`src/hw/ag1cir_pkg.sv`:
```
// package for the aliased group 1 cpu interface register block
package ag1cir_pkg;
  // ---------------------------------------------------------------
  // register offsets
  // ---------------------------------------------------------------
  localparam logic [11:0] OFS_SPLIT_ALIAS = 12'h01C;
  localparam logic [11:0] OFS_ACK_ALIAS = 12'h020;
  localparam logic [11:0] OFS_DONE_ALIAS = 12'h024;
  localparam logic [11:0] OFS_PEND_ALIAS = 12'h028;
  // ---------------------------------------------------------------
  // field layout and special values
  // ---------------------------------------------------------------
  localparam int SPLIT_W = 3;
  localparam int INTERRUPT_NUMBER_W = 24;
  localparam int SGI_SRC_LO = 10;
  localparam int SGI_SRC_W = 3;
  localparam int SGI_ZERO_LO = 13;
  localparam logic [23:0] INTERRUPT_NUMBER_SPECIAL_LO = 24'h0003FC;
  localparam logic [23:0] INTERRUPT_NUMBER_NONE = 24'h0003FF;
  localparam logic [23:0] SGI_LIMIT = 24'h000010;
  localparam logic [2:0] SPLIT_ONE = 3'h1;
  localparam logic [2:0] SPLIT_MAX = 3'h7;
  localparam logic [31:0] READ_ZERO = 32'h00000000;
  // ---------------------------------------------------------------
  // carriers
  // ---------------------------------------------------------------
  typedef struct packed {
    logic valid;
    logic write;
    logic secure;
    logic [11:0] addr;
    logic [31:0] wdata;
  } ag1cir_req_type;
  typedef struct packed {
    logic valid;
    logic group1;
    logic [23:0] interrupt_number;
    logic [2:0] source_cpu;
  } ag1cir_pend_type;
  typedef struct packed {
    logic valid;
    logic drop;
    logic deact;
    logic [23:0] interrupt_number;
  } ag1cir_done_type;
endpackage : ag1cir_pkg

```
`src/hw/ag1cir_top.sv`:
```
// aliased group 1 cpu interface register block
`timescale 1ns/1ps
// What this block does
// alias reaches nonsecure copy of split point
// nonsecure reads return shifted split value
// common select steers secure access to group0
// split field bits 2:0, rest zero
// split field needs no reset value
// completion write drops priority, maybe deactivates
// secure alias access equals nonsecure ordinary
// interrupt number bits 23:0, top zero
// numbers 1020-1023 are special, never real
// no affinity: upper zero, source only SOFTWARE_GENERATED_INTERRUPT
// software writes back last acknowledged number
// pending view shows group 1 top number
// group 0 top pending reads 1023
// disabled groups ignored for pending view
// group disabled at interface reads 1023
// acknowledge read returns number, acknowledges it
// no memory-mapped use with affinity routing; the block does not gate on AFFINITY_ROUTING and assumes it off
// aliases serve only without system register access
// completion mode set: drop only, no deactivate
// common select: one split governs both groups
// write-only reads zero, read-only writes ignored
module ag1cir_top (
  input wire logic SYS_CLK,
  input wire logic RESET,
  input wire logic CLK_EN,
  input wire ag1cir_pkg::ag1cir_req_type REQ,
  input wire ag1cir_pkg::ag1cir_pend_type PEND,
  input wire logic GROUP0_ENABLE,
  input wire logic GROUP1_ENABLE,
  input wire logic SECURITY_DISABLE,
  input wire logic SYSREG_ENABLE,
  input wire logic AFFINITY_ROUTING,
  input wire logic MONITOR_COMMON_SPLIT_SELECT,
  input wire logic COMMON_SPLIT_POINT_SELECT,
  input wire logic NONSECURE_COMPLETION_MODE,
  input wire logic [2:0] GROUP0_SPLIT,
  output logic [31:0] RDATA,
  output logic RVALID,
  output logic ACK_PULSE,
  output ag1cir_pkg::ag1cir_done_type DONE,
  output logic GROUP0_SPLIT_WE,
  output logic [2:0] GROUP0_SPLIT_WDATA,
  output logic [2:0] GROUP1_SPLIT,
  output logic [2:0] PREEMPT_SPLIT_GROUP1
);
  import ag1cir_pkg::*;

  // ---------------------------------------------------------------
  // decode
  // ---------------------------------------------------------------
  function automatic logic [23:0] shape_interrupt_number(input logic [23:0] id, input logic [2:0] src, input logic aff);
    logic [23:0] r;
    r = id;
    if (!aff) begin
      r[INTERRUPT_NUMBER_W-1:SGI_ZERO_LO] = '0;
      r[SGI_SRC_LO +: SGI_SRC_W] = (id < SGI_LIMIT) ? src : 3'h0;
    end
    return r;
  endfunction : shape_interrupt_number

  function automatic logic is_special(input logic [23:0] id);
    return id >= INTERRUPT_NUMBER_SPECIAL_LO && id <= INTERRUPT_NUMBER_NONE;
  endfunction : is_special

  logic [2:0] split_ns_reg; // no reset value forced
  wire logic live = REQ.valid && !SYSREG_ENABLE; // affinity assumed off
  wire logic hit_split = live && REQ.addr == OFS_SPLIT_ALIAS;
  wire logic hit_ack = live && REQ.addr == OFS_ACK_ALIAS;
  wire logic hit_done = live && REQ.addr == OFS_DONE_ALIAS;
  wire logic hit_pend = live && REQ.addr == OFS_PEND_ALIAS;
  wire logic two_states = !SECURITY_DISABLE;
  // secure access goes to group 0 copy when monitor select is set
  wire logic to_group0 = two_states && REQ.secure && MONITOR_COMMON_SPLIT_SELECT;
  // nonsecure view is the stored value plus one, saturating
  wire logic [2:0] split_shifted = (split_ns_reg == SPLIT_MAX) ? SPLIT_MAX : split_ns_reg + SPLIT_ONE;
  wire logic [2:0] split_wr_ns = (REQ.wdata[2:0] == 3'h0) ? 3'h0 : REQ.wdata[2:0] - SPLIT_ONE;
  wire logic [2:0] split_read = to_group0 ? GROUP0_SPLIT : ((two_states && !REQ.secure) ? split_shifted : split_ns_reg);
  wire logic group_ok = PEND.group1 ? GROUP1_ENABLE : GROUP0_ENABLE;
  wire logic pend_real = PEND.valid && group_ok && !is_special(PEND.interrupt_number);
  wire logic [23:0] pend_id = (pend_real && PEND.group1) ? PEND.interrupt_number : INTERRUPT_NUMBER_NONE;
  wire logic [23:0] pend_shaped = shape_interrupt_number(pend_id, PEND.source_cpu, AFFINITY_ROUTING);
  wire logic ack_real = hit_ack && !REQ.write && pend_real && PEND.group1;
  wire logic [31:0] rd_val =
    (hit_split) ? {29'h0, split_read} :
    (hit_ack || hit_pend) ? {8'h00, pend_shaped} : READ_ZERO;
  wire logic done_fire = hit_done && REQ.write;
  wire logic [23:0] done_id = REQ.wdata[INTERRUPT_NUMBER_W-1:0];

  // ---------------------------------------------------------------
  // registers
  // ---------------------------------------------------------------
  always_ff @(posedge SYS_CLK) begin
    if (CLK_EN && hit_split && REQ.write && !to_group0) begin
      split_ns_reg <= (two_states && !REQ.secure) ? split_wr_ns : REQ.wdata[2:0];
    end
  end

  always_ff @(posedge SYS_CLK) begin
    if (RESET) begin
      RDATA <= READ_ZERO;
      RVALID <= 1'b0;
      ACK_PULSE <= 1'b0;
      DONE <= '0;
      GROUP0_SPLIT_WE <= 1'b0;
      GROUP0_SPLIT_WDATA <= 3'h0;
    end else if (CLK_EN) begin
      RVALID <= live && !REQ.write;
      RDATA <= REQ.write ? READ_ZERO : rd_val;
      ACK_PULSE <= ack_real;
      DONE.valid <= done_fire && !is_special(done_id);
      DONE.drop <= done_fire && !is_special(done_id);
      DONE.deact <= done_fire && !is_special(done_id) && !NONSECURE_COMPLETION_MODE;
      DONE.interrupt_number <= done_id;
      GROUP0_SPLIT_WE <= hit_split && REQ.write && to_group0;
      GROUP0_SPLIT_WDATA <= REQ.wdata[2:0];
    end
  end

  // split outputs; common select lets group 0 value drive PREEMPT_SPLIT_GROUP1, GROUP1_SPLIT stays the stored copy
  always_ff @(posedge SYS_CLK) begin
    if (RESET) begin
      GROUP1_SPLIT <= 3'h0;
      PREEMPT_SPLIT_GROUP1 <= 3'h0;
    end else if (CLK_EN) begin
      GROUP1_SPLIT <= split_ns_reg;
      PREEMPT_SPLIT_GROUP1 <= COMMON_SPLIT_POINT_SELECT ? GROUP0_SPLIT : split_ns_reg;
    end
  end

  // ---------------------------------------------------------------
  // checks
  // ---------------------------------------------------------------
  AST_PEND_G0: assert property (@(posedge SYS_CLK) disable iff (RESET)
    CLK_EN && hit_pend && !REQ.write && PEND.valid && !PEND.group1 |=> RDATA == {8'h00, INTERRUPT_NUMBER_NONE})
    else $error("group 0 pending not 1023");
  AST_PEND_DIS: assert property (@(posedge SYS_CLK) disable iff (RESET)
    CLK_EN && hit_pend && !REQ.write && PEND.group1 && !GROUP1_ENABLE |=> RDATA[23:0] == INTERRUPT_NUMBER_NONE)
    else $error("disabled group not 1023");
  AST_TOP_ZERO: assert property (@(posedge SYS_CLK) disable iff (RESET)
    RVALID |-> RDATA[31:24] == 8'h00)
    else $error("reserved bits nonzero");
  AST_DONE_RD: assert property (@(posedge SYS_CLK) disable iff (RESET)
    CLK_EN && hit_done && !REQ.write |=> RDATA == READ_ZERO && RVALID)
    else $error("completion read not zero");
  AST_DROP: assert property (@(posedge SYS_CLK) disable iff (RESET)
    CLK_EN && done_fire && !is_special(done_id) && !NONSECURE_COMPLETION_MODE |=> DONE.drop && DONE.deact)
    else $error("completion missed deactivate");
  AST_DROP_ONLY: assert property (@(posedge SYS_CLK) disable iff (RESET)
    CLK_EN && done_fire && NONSECURE_COMPLETION_MODE |=> !DONE.deact)
    else $error("deactivate in split mode");
  AST_SYSREG: assert property (@(posedge SYS_CLK) disable iff (RESET)
    CLK_EN && SYSREG_ENABLE |=> !RVALID && !ACK_PULSE && !DONE.valid)
    else $error("alias active with system registers");
  AST_ACK: assert property (@(posedge SYS_CLK) disable iff (RESET)
    ACK_PULSE |-> RVALID && RDATA[23:0] != INTERRUPT_NUMBER_NONE)
    else $error("acknowledge without number");
  AST_SPLIT_G0: assert property (@(posedge SYS_CLK) disable iff (RESET)
    CLK_EN && hit_split && REQ.write && to_group0 |=> GROUP0_SPLIT_WE && $stable(split_ns_reg))
    else $error("secure split write not redirected");
  // ---------------------------------------------------------------
  // answer timing and refusals
  // ---------------------------------------------------------------
  AST_RD_ANSWER: assert property (@(posedge SYS_CLK) disable iff (RESET)
    CLK_EN && live && !REQ.write |=> RVALID)
    else $error("read not answered");
  AST_WR_SILENT: assert property (@(posedge SYS_CLK) disable iff (RESET)
    CLK_EN && REQ.valid && REQ.write |=> !RVALID)
    else $error("write produced read answer");
  AST_ACK_WR: assert property (@(posedge SYS_CLK) disable iff (RESET)
    CLK_EN && hit_ack && REQ.write |=> !ACK_PULSE)
    else $error("write to acknowledge alias acknowledged");
  AST_ACK_DATA: assert property (@(posedge SYS_CLK) disable iff (RESET)
    CLK_EN && ack_real |=> ACK_PULSE && RDATA[23:0] == $past(pend_shaped))
    else $error("acknowledge data mismatch");
  // ---------------------------------------------------------------
  // interrupt number shaping
  // ---------------------------------------------------------------
  AST_SPECIAL_ACK: assert property (@(posedge SYS_CLK) disable iff (RESET)
    ACK_PULSE |-> !is_special(RDATA[23:0]))
    else $error("special number acknowledged");
  AST_SPECIAL_DONE: assert property (@(posedge SYS_CLK) disable iff (RESET)
    CLK_EN && done_fire && is_special(done_id) |=> !DONE.valid)
    else $error("special number completed");
  AST_AFF_OFF: assert property (@(posedge SYS_CLK) disable iff (RESET)
    CLK_EN && (hit_ack || hit_pend) && !REQ.write && !AFFINITY_ROUTING |=> RDATA[23:13] == '0)
    else $error("upper number bits set without affinity");
  AST_PEND_G1: assert property (@(posedge SYS_CLK) disable iff (RESET)
    CLK_EN && hit_pend && !REQ.write && pend_real && PEND.group1 |=> RDATA[9:0] == $past(PEND.interrupt_number[9:0]))
    else $error("group 1 pending number lost");
  // ---------------------------------------------------------------
  // split point and completion
  // ---------------------------------------------------------------
  AST_SHIFT: assert property (@(posedge SYS_CLK) disable iff (RESET)
    CLK_EN && hit_split && !REQ.write && two_states && !REQ.secure && split_ns_reg != SPLIT_MAX
    |=> RDATA[2:0] == $past(split_ns_reg) + SPLIT_ONE)
    else $error("nonsecure split not shifted");
  AST_SPLIT_TOP: assert property (@(posedge SYS_CLK) disable iff (RESET)
    CLK_EN && hit_split && !REQ.write |=> RDATA[31:3] == '0)
    else $error("split reserved bits nonzero");
  AST_PREEMPT: assert property (@(posedge SYS_CLK) disable iff (RESET)
    CLK_EN && COMMON_SPLIT_POINT_SELECT |=> PREEMPT_SPLIT_GROUP1 == $past(GROUP0_SPLIT))
    else $error("common split not followed");
  AST_DEACT_DROP: assert property (@(posedge SYS_CLK) disable iff (RESET)
    DONE.deact |-> DONE.drop && DONE.valid)
    else $error("deactivate without drop");
endmodule : ag1cir_top

```
`config.mk`:
```
export PLATFORM = sky130hd
export DESIGN_NAME = ag1cir_top
export DESIGN_NICKNAME = d
export VERILOG_FILES = /design/src/hw/ag1cir_pkg.sv /design/src/hw/ag1cir_top.sv
export SDC_FILE = /design/constraint.sdc
export NUM_CORES = 1
export LEC_CHECK = 0
export ABC_CLOCK_PERIOD_IN_PS = 2000
export BUFFER_PORTS_ARGS = -buffer_cell sky130_fd_sc_hd__buf_2
export CORE_UTILIZATION = 44
export CTS_CLUSTER_SIZE = 14
export DETAILED_ROUTE_END_ITERATION = 8
export PLACE_DENSITY_LB_ADDON = 0.25
export SYNTH_ARGS = -nofsm -noshare
export SYNTH_HDL_FRONTEND = slang
export SYNTH_SLANG_ARGS = --single-unit
```
`constraint.sdc`:
```
create_clock -name SYS_CLK -period 2 [get_ports SYS_CLK]
set_input_delay 0 -clock SYS_CLK [delete_from_list [all_inputs] [get_ports SYS_CLK]]
set_output_delay 0 -clock SYS_CLK [all_outputs]
set_load 0.01 [all_outputs]
```
---- After elaboration in Yosys (flattened, before gate mapping) ----
Cells that the tools add are included.
storage, ports and cells
  input port bits ......................... 90
  bits in registers ....................... 73
  word-level logic and storage cells ...... 71
  output and inout port bits .............. 71
cells by class
  $add $sub $neg .......................... 2
  reductions and logical operators ........ 35
  mux-type cells .......................... 13
  order comparisons ....................... 5
  equality and inequality tests ........... 5
operators by type and width
  cell                                                              count
  2-to-1 mux 24 bit                                                 4
  >= comparator 24 x 10 -> 1 bit, second input constant             2
  less-or-equal comparator 24 x 10 -> 1 bit, second input constant  2
  equality test 12 x 6 -> 1 bit, second input constant              3
  logical AND 1 bit                                                 25
  < comparator 24 x 5 -> 1 bit, second input constant               1
  2-to-1 mux 3 bit                                                  7
  2-to-1 mux 14 bit                                                 1
  equality test 12 x 5 -> 1 bit, second input constant              1
  logical NOT 1 bit                                                 8
  adder 3 x 1 -> 3 bit, second input constant                       1
  equality test 3 bit, second input constant                        1
  logical NOT 3 bit                                                 1
  subtractor 3 x 1 -> 3 bit, second input constant                  1
  logical OR 1 bit                                                  1
  2-to-1 mux 1 bit                                                  1

---- Logic depth before layout (Yosys ltp) ----
Gate-level depths: netlist (run 1).
  depth after elaboration ................. 12
  gate-level depth with buffers ........... 6
  gate-level depth less buffers ........... 6

---- Worst setup path after synthesis (run 1) ----
OpenSTA, ideal clock, no wires.
  path type ............................... in2reg
  start ................................... input PEND[17] (netlist name)
  end ..................................... register RDATA[14]
  arrival ................................. 1276 ps
  library setup time ...................... 117 ps
  path buffers ............................ 1
  cell stages on the path ................. 6
  slack ................................... 607 ps
  required time ........................... 1883 ps
  path through ............................ nor4_1 -> nand4_1 -> o31ai_2 -> and4bb_4 -> buf_6 -> a22o_1
between the ends
  longest elaborated chain between the ends .. 10
  elaborated cells between the ends (all ways) .. 11
  those cells by class .................... 2 x order compare; 5 x mux; 4 x reduce/logical
RTL lines
  what                                                                                         RTL line           text
  from (decl)                                                                                  ag1cir_top.sv:30   input wire ag1cir_pkg::ag1cir_pend_type PEND,
  >= comparator 24 x 10 -> 1 bit or less-or-equal comparator 24 x 10 -> 1 bit (tied branches)  ag1cir_top.sv:65   return id >= INTERRUPT_NUMBER_SPECIAL_LO && id <= INTERRUPT_NUMBER_NONE;
  logical AND 1 bit                                                                            ag1cir_top.sv:65
  logical NOT 1 bit                                                                            ag1cir_top.sv:82   wire logic pend_real = PEND.valid && group_ok && !is_special(PEND.interrupt_number);
  logical AND 1 bit                                                                            ag1cir_top.sv:82
  logical AND 1 bit                                                                            ag1cir_top.sv:83   wire logic [23:0] pend_id = (pend_real && PEND.group1) ? PEND.interrupt_number : INTERRUPT_NUMBER_NONE;
  2-to-1 mux 24 bit (*)                                                                        ag1cir_top.sv:83
  2-to-1 mux 14 bit (*)                                                                        ag1cir_top.sv:57   if (!aff) begin
  2-to-1 mux 24 bit (*)                                                                        ag1cir_top.sv:88   (hit_ack || hit_pend) ? {8'h00, pend_shaped} : READ_ZERO;
  2-to-1 mux 24 bit (*)                                                                        ag1cir_top.sv:87   (hit_split) ? {29'h0, split_read} :
  2-to-1 mux 24 bit (*)                                                                        ag1cir_top.sv:111  RDATA <= REQ.write ? READ_ZERO : rd_val;
  to (signal assigned)                                                                         ag1cir_top.sv:111
  to (decl)                                                                                    ag1cir_top.sv:40   output logic [31:0] RDATA,
Every way passes the cells marked *; elsewhere a longest branch is shown, timed or not.
A chain may end at the register's enable or synchronous reset.

---- Worst setup path in the final report (run 1) ----
  start ................................... input PEND[22] (netlist name)
  end ..................................... register RDATA[10]
between the ends
  longest elaborated chain between the ends .. 12
  elaborated cells between the ends (all ways) .. 13
  those cells by class .................... 3 x order compare; 6 x mux; 4 x reduce/logical
RTL lines
  what                                                                                         RTL line           text
  >= comparator 24 x 10 -> 1 bit or less-or-equal comparator 24 x 10 -> 1 bit (tied branches)  ag1cir_top.sv:65
  logical AND 1 bit                                                                            ag1cir_top.sv:65
  logical NOT 1 bit                                                                            ag1cir_top.sv:82
  logical AND 1 bit                                                                            ag1cir_top.sv:82
  logical AND 1 bit                                                                            ag1cir_top.sv:83
  2-to-1 mux 24 bit (*)                                                                        ag1cir_top.sv:83
  < comparator 24 x 5 -> 1 bit                                                                 ag1cir_top.sv:59   r[SGI_SRC_LO +: SGI_SRC_W] = (id < SGI_LIMIT) ? src : 3'h0;
  2-to-1 mux 3 bit                                                                             ag1cir_top.sv:59
  2-to-1 mux 14 bit (*)                                                                        ag1cir_top.sv:57
  2-to-1 mux 24 bit (*)                                                                        ag1cir_top.sv:88
  2-to-1 mux 24 bit (*)                                                                        ag1cir_top.sv:87
  2-to-1 mux 24 bit (*)                                                                        ag1cir_top.sv:111
Marks and branches as above.

==> impl_metrics.csv, run 1 <==
group,metric,value,unit
status,run_status,"complete, no violations",
clock_tree,clock_latency,0.33,ns
logic_synthesis,synthXorXnorAreaFrac,0,
routing,remaining_drc_errors,0,
power,p_seq_frac,0.469,
global_routing,grtUsageTotal,0.253,
timing,setup_ws,0.0473,ns
timing,max_freq,512,MHz
min_path,worstHoldPathType,"in -> reg",
routing,drt_pass1_iterations,6,
worst_setup_path,worstPathRequired,2.23,ns
final_layout,registers.top_by_ff_count,"DONE",
logic_synthesis,synth-seq-area-share,0.459,
final_layout,final_nets,573,
final_layout,post_route_cells_drive_above_1_share,0.366,
routing,aggregate_routed_wire_length,8420,um
global_routing,number_of_antenna_violations_at_the_first_check_in_global_routing,0,
timing,rsz0062_at_grt,"no",
routing,antenna_violating_nets_post_route,0,
floorplan,die-width,81.4,um
final_layout,reg.largest.list,"DONE (26), RDATA (24)",
job,timing.max_cap.violations,0,
logic_synthesis,synthesis.area,2770,um2
final_layout,areaGrowthSynthToFinish,49.9,%
clock_tree,clkSlewWorstSetupHoldPaths,0.07,ns
logic_synthesis,synth_seq_cells,62,
final_layout,layout.cell_area.non_filler,4160,um2
worst_setup_path,worst-setup-path-type,"in -> reg",
logic_synthesis,yosys.cell_types.count,46,
logic_synthesis,syn-instance-count,292,
timing,worst_slew_pin_slew,0.638,ns
timing,timing.final.max_slew_violations,0,
power,power.internal,2.08,mW
global_routing,grt_pass1_wl,12600,um
floorplan,die_area,6620,um2
timing,fin_crit_sh,0.976,
logic_synthesis,synthArstFlopShare,0,
placed_design,placed_cells_incl_taps,499,
final_layout,antenna_cells_inserted,0,
timing,timing.final.setup_violations,0,
logic_synthesis,postSynth.topFlopCell,"dfxtp_1",
clock_tree,post_cts_setup_buffer_count,0,
floorplan,fp-row-count,28,
power,cellLeakagePower,2.04,nW
clock_tree,cts_buffers,9,
final_layout,final_cell_count_no_fill,559,
floorplan,fp.dieH,81.4,um
final_layout,largest_reg_flops,26,
power,report.power.total,2.77,mW
placed_design,dp_hpwl,5370,um
global_routing,grt_max_degree,25,
worst_setup_path,critPathCaptureType,"register",
timing,timing.setup.tns,0,ns
clock_tree,worst_case_clock_buffer_depth,2,
placed_design,io_buffer_count,143,
power,psw,0.688,mW
clock_tree,clock_tree.root_cell,"clkbuf_8",
power,clkPwrFrac,0.387,
clock_tree,cts-htree-levels,3,
logic_synthesis,yosys_warnings,0,
routing,num_vias,2865,
global_routing,via_count_of_the_first_global_routing_pass,2722,
routing,routedWlPerCell,15.1,um
worst_setup_path,cp.arrival,2.18,ns
global_routing,gr-total-overflow,0,
logic_synthesis,synth_mux_area_frac,0.112,
timing,hold_slack,0.0240,ns
routing,detail_route.iter0.violations,56,
clock_tree,numClockSinks,62,
power,powerDensity,667,nW/um2
timing,max-slew-margin-rel,0.569,
placed_design,post_dp_cell_area,3510,um2
floorplan,fp.coreArea,5990,um2
worst_setup_path,timing.critical_path.fanout_max,14,
logic_synthesis,synth_enable_flop_cells,3,
logic_synthesis,main_combinational_cell_family_by_area_after_synthesis,"simple AND/OR/NAND/NOR gates",
power,power.switching_fraction,0.248,
logic_synthesis,synth_adder_area_share,0.0135,
timing,finalClockSkew,0.00695,ns
timing,final_period_minus_worst_setup_slack,1.95,ns
worst_setup_path,cp-start-kind,"input port",
floorplan,io_pins,161,
logic_synthesis,synth_simple_gate_area_share,0.232,
clock_tree,tritoncts,"yes",
placed_design,dp_worst_setup_slack,0.300,ns
final_layout,fillCellCount,475,
final_layout,layout.core_utilization,0.694,
routing,vias_per_cell,5.13,
power,maximum_vdd_ir_drop,0.512,mV
power,combPwrFrac,0.144,
floorplan,start_util,0.463,
logic_synthesis,synth_compound_gate_area_share,0.123,
placed_design,gp_routability_congestion,0.737,
logic_synthesis,synthesis.area_per_instance,9.49,um2
timing,hold_viol_final,0,
## area by class of cell
cell class              count  area [um2]  share of cell area
multi-input cells         208        1370               0.329
flip-flops and latches     62        1270               0.306
repair buffers            195        1220               0.293
clock buffers              11         141              0.0340
well taps                  75        93.8              0.0226
clock inverters             4        46.3              0.0111
inverters                   4        15.0             0.00361
## kinds of logic (layout without fill, tap and decap cells)
family | count (synthesis) | in the layout
simple gates | 114 | 114
flops | 62 | 62
compound gates | 52 | 52
mux | 31 | 31
buf+inv | 29 | 214
fa+ha+maj | 3 | 3
other cells | 1 | 8
## critical path, cell delays in order
cell and delay [ns]:
dlygate4sd3_1 0.55, buf_2 0.16, nor4_2 0.31, nand4_1 0.20, o31ai_2 0.31, and4bb_4 0.33
a211o_1 0.30
## cell usage after synthesis, types with 4 or more instances
cell type,number,area (um2)
dfxtp_1,59,1180
nor2_1,45,169
mux2i_1,30,300
nand2_1,16,60.1
a21oi_1,15,75.1
o21ai_0,13,65.1
buf_4,12,90.1
a22o_1,11,96.3
clkbuf_1,9,33.8
nor4_1,8,50.1
nand3b_1,5,37.5
nand4_1,5,31.3
inv_1,4,15.0
## routing by layer
layer | wire length (um) | global-route usage
met5 | 0 | 0
met4 | 98 | 0.0732
met3 | 769 | 0.0865
met2 | 4100 | 0.459
met1 | 3450 | 0.275
## repair_timing
action / in CTS / in global routing
endpoints found under the setup margin: 0 / 3
hold endpoints to repair: 43 / 0
gates resized for setup: 0 / 1
hold buffers: 45 / 0
## final timing paths
path	from	slack, ns	endpoint	cells after the start
worst max-delay path	PEND[22]	0.05	RDATA[10]	7
worst min-delay path	PEND[11]	0.02	RDATA[8]	3
worst max register to register	split_ns_reg[0]	0.47	RDATA[0]	6
worst min register to register	RDATA[0]	0.45	RDATA[0]	2
## power groups by stage
stage | logic, mW | clock network, mW | registers (mW)
finish | 0.399 | 1.07 | 1.30
global route | 0.433 | 1.15 | 1.30
CTS | 0.387 | 1.09 | 1.30
detailed placement | 0.319 | 0 | 1.33
global placement | 0.315 | 0 | 1.32
floorplan | 0.147 | 0 | 1.34
## cells in the final DEF, fill, tap and decap left out, types with 8 or more instances in the layout
cell           Yosys  layout
dlygate4sd3_1      0      45
a22o_1            11      11
nand2_1           16      16
mux2i_1           30      30
o21ai_0           13      13
nor2_1            45      45
clkbuf_8           0      10
buf_2              2     143
conb_1             1       8
dfxtp_1           59      59
a21oi_1           15      15
(Power assumes the default switching activity.)
==> inputs of run 2 (changes only) <==
--- a/config.mk
+++ b/config.mk
@@ -5,9 +5,10 @@
 export SDC_FILE = /design/constraint.sdc
 export NUM_CORES = 1
 export LEC_CHECK = 0
+export ABC_AREA = 1
 export ABC_CLOCK_PERIOD_IN_PS = 2000
 export BUFFER_PORTS_ARGS = -buffer_cell sky130_fd_sc_hd__buf_2
-export CORE_UTILIZATION = 44
+export CORE_UTILIZATION = 45
 export CTS_CLUSTER_SIZE = 14
 export DETAILED_ROUTE_END_ITERATION = 8
 export PLACE_DENSITY_LB_ADDON = 0.25
==> run 2 against run 1 <==
Effect of this change: synthesized cell count increased by 43%; clock-buffer cell count increased by 2; flip-flop and latch count unchanged; sequential power about the same; worst setup slack improved by 0.18 ns; fmax increased by 10%; non-clock buffer count decreased by 5; synthesized area increased by 6.6%; final area increased by 3.5%; final cell count increased by 21%; highest routed layer unchanged.
==> impl_metrics.csv, run 2 <==
group,metric,value,unit
status,run_status,"complete, no violations",
logic_synthesis,yosys_warnings,0,
worst_setup_path,cp-start-kind,"input port",
routing,aggregate_routed_wire_length,8570,um
worst_setup_path,timing.critical_path.fanout_max,2,
worst_setup_path,worstRegToRegCells,6,
routing,vias_per_cell,4.98,
floorplan,die-width,83.0,um
worst_setup_path,critical_path_buffer_and_inverter_count,4,
power,cellLeakagePower,2.12,nW
timing,timing.final.setup_violations,0,
final_layout,reg.largest.list,"DONE (26), RDATA (24)",
timing,hold_viol_final,0,
clock_tree,post_cts_setup_buffer_count,0,
logic_synthesis,synthArstFlopShare,0,
logic_synthesis,synth_enable_flop_cells,3,
routing,antenna_violating_nets_post_route,0,
routing,routedWlPerCell,12.6,um
timing,timing.final.max_slew_violations,0,
global_routing,gr-total-overflow,0,
timing,rsz0062_at_grt,"no",
worst_setup_path,cp.arrival,2.05,ns
global_routing,number_of_antenna_violations_at_the_first_check_in_global_routing,0,
timing,worst_slew_pin_slew,0.735,ns
logic_synthesis,synthesis.area_per_instance,7.05,um2
worst_setup_path,crit_path_top_delay_cell,"dlygate4sd3_1",
placed_design,gp_routability_congestion,0.858,
floorplan,start_util,0.465,
routing,remaining_drc_errors,0,
final_layout,final_cell_count_no_fill,679,
worst_setup_path,crit_path_frequent_cell,"dlygate4sd3_1",
routing,detail_route.iter0.violations,148,
global_routing,via_count_of_the_first_global_routing_pass,3091,
floorplan,io_pins,161,
timing,fin_crit_sh,0.887,
power,powerDensity,683,nW/um2
floorplan,die_area,6900,um2
min_path,min-delay-start,"PEND[10]",
clock_tree,tritoncts,"yes",
worst_setup_path,setup.reg_to_reg.worst_slack,0.60,ns
final_layout,largest_reg_flops,26,
global_routing,grtUsageTotal,0.248,
clock_tree,numClockSinks,62,
power,maximum_vdd_ir_drop,0.469,mV
worst_setup_path,worstPathRequired,2.27,ns
logic_synthesis,synth-seq-area-share,0.430,
timing,final_period_minus_worst_setup_slack,1.77,ns
clock_tree,cts_buffers,9,
logic_synthesis,syn-instance-count,419,
final_layout,post_route_cells_drive_above_1_share,0.294,
routing,num_vias,3380,
min_path,worstHoldPathType,"in -> reg",
worst_setup_path,critPathCaptureType,"register",
final_layout,commonest_non_fill_non_tap_cells_in_the_layout,"buf_2 (143), nand2_1 (78), nor2_1 (72)",
worst_setup_path,timing.rr.start,"split_ns_reg[0]",
logic_synthesis,postSynth.topFlopCell,"dfxtp_1",
logic_synthesis,post_synth_top_cells,"nand2_1 (78), nor2_1 (72), dfxtp_1 (59)",
final_layout,antenna_cells_inserted,0,
clock_tree,worst_case_clock_buffer_depth,2,
global_routing,grt_max_degree,49,
timing,timing.setup.tns,0,ns
clock_tree,clock_latency,0.33,ns
global_routing,grt_pass1_wl,13900,um
logic_synthesis,post-synth-top-count-cell,"nand2_1",
routing,drt_pass1_iterations,4,
clock_tree,cts-htree-levels,3,
timing,finalClockSkew,0.00260,ns
job,timing.max_cap.violations,0,
worst_setup_path,cpLargestDelayFamily,"buffers and inverters",
worst_setup_path,worst-setup-path-type,"in -> reg",
logic_synthesis,yosys.area.top_type_share,0.400,
final_layout,registers.top_by_ff_count,"DONE",
clock_tree,clock_tree.root_cell,"clkbuf_8",
final_layout,final_nets,690,
floorplan,fp.coreArea,6350,um2
placed_design,dp_hpwl,5700,um
placed_design,placed_cells_incl_taps,620,
clock_tree,clkSlewWorstSetupHoldPaths,0.07,ns
worst_setup_path,slowest_delay,0.57,ns
logic_synthesis,synth.top_cells.by_area,"dfxtp_1 (40%), nand2_1 (9.9%), nor2_1 (9.1%)",
worst_setup_path,crit_chain,"dlygate4sd3_1 > buf_2 > nor2_1 > dlygate4sd3_1 > nand2_1 > dlygate4sd3_1 > a21oi_1",
logic_synthesis,synth.largest_area_cell,"dfxtp_1",
floorplan,fp.dieH,83.0,um
logic_synthesis,synthesis.area,2960,um2
timing,max_freq,564,MHz
final_layout,areaGrowthSynthToFinish,45.5,%
timing,max-slew-margin-rel,0.510,
placed_design,io_buffer_count,143,
final_layout,layout.cells.most_common,"buf_2",
min_path,worst_hold_path.num_cells,3,
floorplan,fp-row-count,29,
logic_synthesis,synth_seq_cells,62,
worst_setup_path,critical_path.reg2reg.endpoint,"RDATA[2]",
final_layout,layout.core_utilization,0.677,
logic_synthesis,yosys.cell_types.count,35,
min_path,hold_end,"RDATA[7]",
-- run 2: layer usage --
| layer | up-vias | part of all wire | GRT usage |
|---|---|---|---|
| li1 | 1703 | - | - |
| met2 | 131 | 0.47 | 0.401 |
| met3 | 19 | 0.056 | 0.0427 |
| met1 | 1527 | 0.45 | 0.321 |
| met5 | - | 0 | 0 |
| met4 | 0 | 0.024 | 0.116 |
-- run 2: final cells by class --
| class | count | area, um2 |
|---|---|---|
| Multi-Input combinational cell | 296 | 1400 |
| Clock inverter | 3 | 66.3 |
| Tap cell | 77 | 96.3 |
| Inverter | 38 | 143 |
| Clock buffer | 13 | 149 |
| Timing Repair Buffer | 190 | 1180 |
| Fill cell | 564 | 2050 |
| Sequential cell | 62 | 1270 |
-- run 2: worst max path at each step --
stage	start	to	slack [ns]	cells after the start
after floorplan	split_ns_reg[0]	RDATA[1]	0.75	7
after global placement	SYSREG_ENABLE	split_ns_reg[1]	0.65	6
after detailed placement	split_ns_reg[1]	RDATA[2]	0.62	6
after CTS	SYSREG_ENABLE	RVALID	0.28	7
after global routing	SYSREG_ENABLE	RVALID	0.15	7
final	SYSREG_ENABLE	RVALID	0.23	7
-- run 2: worst min-delay path, stage by stage --
cell     delay (ns)
buf_2          0.10
o21ai_0        0.09
a21oi_1        0.13
-- run 2: logic make-up (layout without fill, tap and decap cells) --
logic type	Yosys count	count (layout)	share of synthesized area
buffers and inverters	68	244	0.105
adder cells (fa/ha/maj)	3	3	0.0127
AO/OA/AOI/OAI	91	91	0.163
other	1	8	0.00127
AND/OR/NAND/NOR	194	194	0.287
flip-flops	62	62	0.430
-- run 2: timing repair --
action,CTS,global route
hold buffers,43,0
resized for setup,0,0
endpoints found under the hold margin,42,0
-- run 2: power breakdown --
part           internal, mW  switching [mW]  total [mW]
Sequential             1.29          0.0194        1.31
Combinational         0.190           0.222       0.412
Clock                 0.739           0.482        1.22
-- run 2: through the flow --
step           hold slack (ns)  setup WS [ns]  area (um2)  power (mW)
6_report                0.0118          0.225        4300        2.94
5_1_grt                 0.0260          0.146        4300        3.05
3_5_place_dp             0.244          0.624        3650        1.67
3_3_place_gp             0.240          0.649        3650        1.67
2_1_floorplan            0.135          0.755        2980        1.52
4_1_cts                0.00417          0.276        4300        2.95
==> inputs of run 3 (changes only) <==
--- a/config.mk
+++ b/config.mk
@@ -6,11 +6,12 @@
 export NUM_CORES = 1
 export LEC_CHECK = 0
 export ABC_AREA = 1
-export ABC_CLOCK_PERIOD_IN_PS = 2000
+export ABC_CLOCK_PERIOD_IN_PS = 1900
 export BUFFER_PORTS_ARGS = -buffer_cell sky130_fd_sc_hd__buf_2
 export CORE_UTILIZATION = 45
 export CTS_CLUSTER_SIZE = 14
 export DETAILED_ROUTE_END_ITERATION = 8
+export GPL_ROUTABILITY_DRIVEN = 0
 export PLACE_DENSITY_LB_ADDON = 0.25
 export SYNTH_ARGS = -nofsm -noshare
 export SYNTH_HDL_FRONTEND = slang
==> constraint.sdc (replaced) <==
create_clock -name SYS_CLK -period 1.9 [get_ports SYS_CLK]
set_input_delay 0 -clock SYS_CLK [delete_from_list [all_inputs] [get_ports SYS_CLK]]
set_output_delay 0 -clock SYS_CLK [all_outputs]
set_load 0.01 [all_outputs]
==> run 3 against run 2 <==
Effect of this change: register-to-register slack lost 0.11 ns; via count fell by 1.1%; largest cell class unchanged; critical path depth unchanged; largest power group unchanged; worst hold slack gained 0.0030 ns; flip-flop and latch count is the same; critical path type unchanged.
==> impl_metrics.csv, run 3 (synthesized netlist as in run 2, its figures left out) <==
group,metric,value,unit
timing,worst_slew_pin_slew,0.763,ns
final_layout,fillCellCount,585,
floorplan,fp.dieH,83.0,um
timing,timing.final.max_slew_violations,0,
worst_setup_path,worst-setup-path-type,"in -> reg",
clock_tree,clock_latency,0.33,ns
final_layout,layout.core_utilization,0.677,
floorplan,die-width,83.0,um
floorplan,die_area,6900,um2
placed_design,io_buffer_count,143,
final_layout,reg.largest.list,"DONE (26), RDATA (24)",
floorplan,io_pins,161,
final_layout,post_route_cells_drive_above_1_share,0.298,
worst_setup_path,cp-start-kind,"input port",
clock_tree,cts-htree-levels,3,
final_layout,areaGrowthSynthToFinish,45.5,%
final_layout,final_nets,688,
clock_tree,worst_case_clock_buffer_depth,2,
global_routing,grtUsageTotal,0.251,
worst_setup_path,cp.arrival,2.05,ns
final_layout,largest_reg_flops,26,
clock_tree,clkSlewWorstSetupHoldPaths,0.06,ns
routing,detail_route.iter0.violations,170,
power,report.power.total,3.15,mW
routing,drt_pass1_iterations,5,
worst_setup_path,worstPathRequired,2.17,ns
placed_design,post_dp_cell_area,3650,um2
global_routing,gr-total-overflow,0,
status,run_status,"complete, no violations",
routing,antenna_violating_nets_post_route,0,
clock_tree,cts_buffers,9,
routing,remaining_drc_errors,0,
routing,aggregate_routed_wire_length,8500,um
floorplan,fp.coreArea,6350,um2
timing,timing.final.setup_violations,0,
final_layout,layout.cell_area.non_filler,4300,um2
global_routing,grt_max_degree,49,
placed_design,dp_hpwl,5860,um
min_path,worstHoldPathType,"in -> reg",
global_routing,number_of_antenna_violations_at_the_first_check_in_global_routing,0,
power,powerDensity,733,nW/um2
timing,final_period_minus_worst_setup_slack,1.78,ns
final_layout,registers.top_by_ff_count,"DONE",
routing,routedWlPerCell,12.6,um
clock_tree,tritoncts,"yes",
power,maximum_vdd_ir_drop,0.425,mV
routing,vias_per_cell,4.94,
clock_tree,clock_tree.root_cell,"clkbuf_8",
floorplan,fp-row-count,29,
global_routing,via_count_of_the_first_global_routing_pass,3159,
power,cellLeakagePower,2.13,nW
worst_setup_path,critPathCaptureType,"register",
worst_setup_path,timing.critical_path.fanout_max,2,
floorplan,start_util,0.465,
final_layout,commonest_non_fill_non_tap_cells_in_the_layout,"buf_2 (143), nand2_1 (78), nor2_1 (72)",
timing,timing.setup.tns,0,ns
final_layout,antenna_cells_inserted,0,
timing,max-slew-margin-rel,0.491,
job,timing.max_cap.violations,0,
routing,num_vias,3343,
clock_tree,post_cts_setup_buffer_count,0,
final_layout,layout.cells.most_common,"buf_2",
timing,rsz0062_at_grt,"no",
timing,hold_viol_final,0,
timing,finalClockSkew,0.00150,ns
timing,fin_crit_sh,0.938,
global_routing,grt_pass1_wl,14100,um
timing,max_freq,561,MHz
clock_tree,numClockSinks,62,
run 3: changes by cell type in the layout (fill, tap and decap cells not counted), sizes merged:
| cell | before | now |
|---|---|---|
| clkinv | 0 | 1 |
| dlygate4sd3 | 43 | 41 |
| inv | 39 | 38 |
run 3: through the flow:
step | worst slack, ns | hold slack (ns) | instances
after floorplan | 0.655 | 0.135 | 426
after global placement | 0.553 | 0.241 | 620
after detailed placement | 0.508 | 0.250 | 620
after CTS | 0.154 | 0.00218 | 677
after global routing | 0.0430 | 0.0213 | 677
final | 0.117 | 0.0148 | 677
run 3: power by group:
group | total, mW | switching [mW] | leakage [nW] | internal [mW]
logic | 0.428 | 0.230 | 1.50 | 0.198
clock network | 1.35 | 0.504 | 0.120 | 0.845
registers | 1.37 | 0.0201 | 0.509 | 1.35
run 3: what timing repair did:
action	in CTS	in global routing
gates resized for setup	0	0
hold buffers	41	0
endpoints found under the hold margin	40	0
run 3: worst paths after layout:
kind / cells past startpoint / start / slack, ns / end
worst min-delay path: 5 / PEND[2] / 0.01 / RDATA[12]
worst max-delay path: 7 / SYSREG_ENABLE / 0.12 / RVALID
worst max register to register: 6 / split_ns_reg[1] / 0.49 / RDATA[2]
worst min register to register: 2 / RDATA[19] / 0.46 / RDATA[19]
run 3: area by class of cell:
| class | instances | area, um2 | share of cell area |
|---|---|---|---|
| Multi-Input combinational cell | 296 | 1400 | 0.325 |
| Sequential cell | 62 | 1270 | 0.296 |
| Timing Repair Buffer | 188 | 1160 | 0.269 |
| Clock buffer | 13 | 169 | 0.0393 |
| Inverter | 38 | 143 | 0.0332 |
| Tap cell | 77 | 96.3 | 0.0224 |
| Clock inverter | 3 | 65.1 | 0.0151 |
run 3: metal layers:
layer / track usage / wire (um) / vias up / share of wire
met5: 0 / 0 / - / 0
met4: 0.118 / 183 / 0 / 0.022
met3: 0.0388 / 558 / 15 / 0.066
met2: 0.414 / 4070 / 125 / 0.48
met1: 0.323 / 3680 / 1510 / 0.43
li1: - / - / 1693 / -
run 3: worst max-delay path, cell delays in order:
cell           delay [ns]
dlygate4sd3_1        0.53
buf_2                0.12
nor2_1               0.13
dlygate4sd3_1        0.57
nand2_1              0.04
dlygate4sd3_1        0.55
a21oi_1              0.11
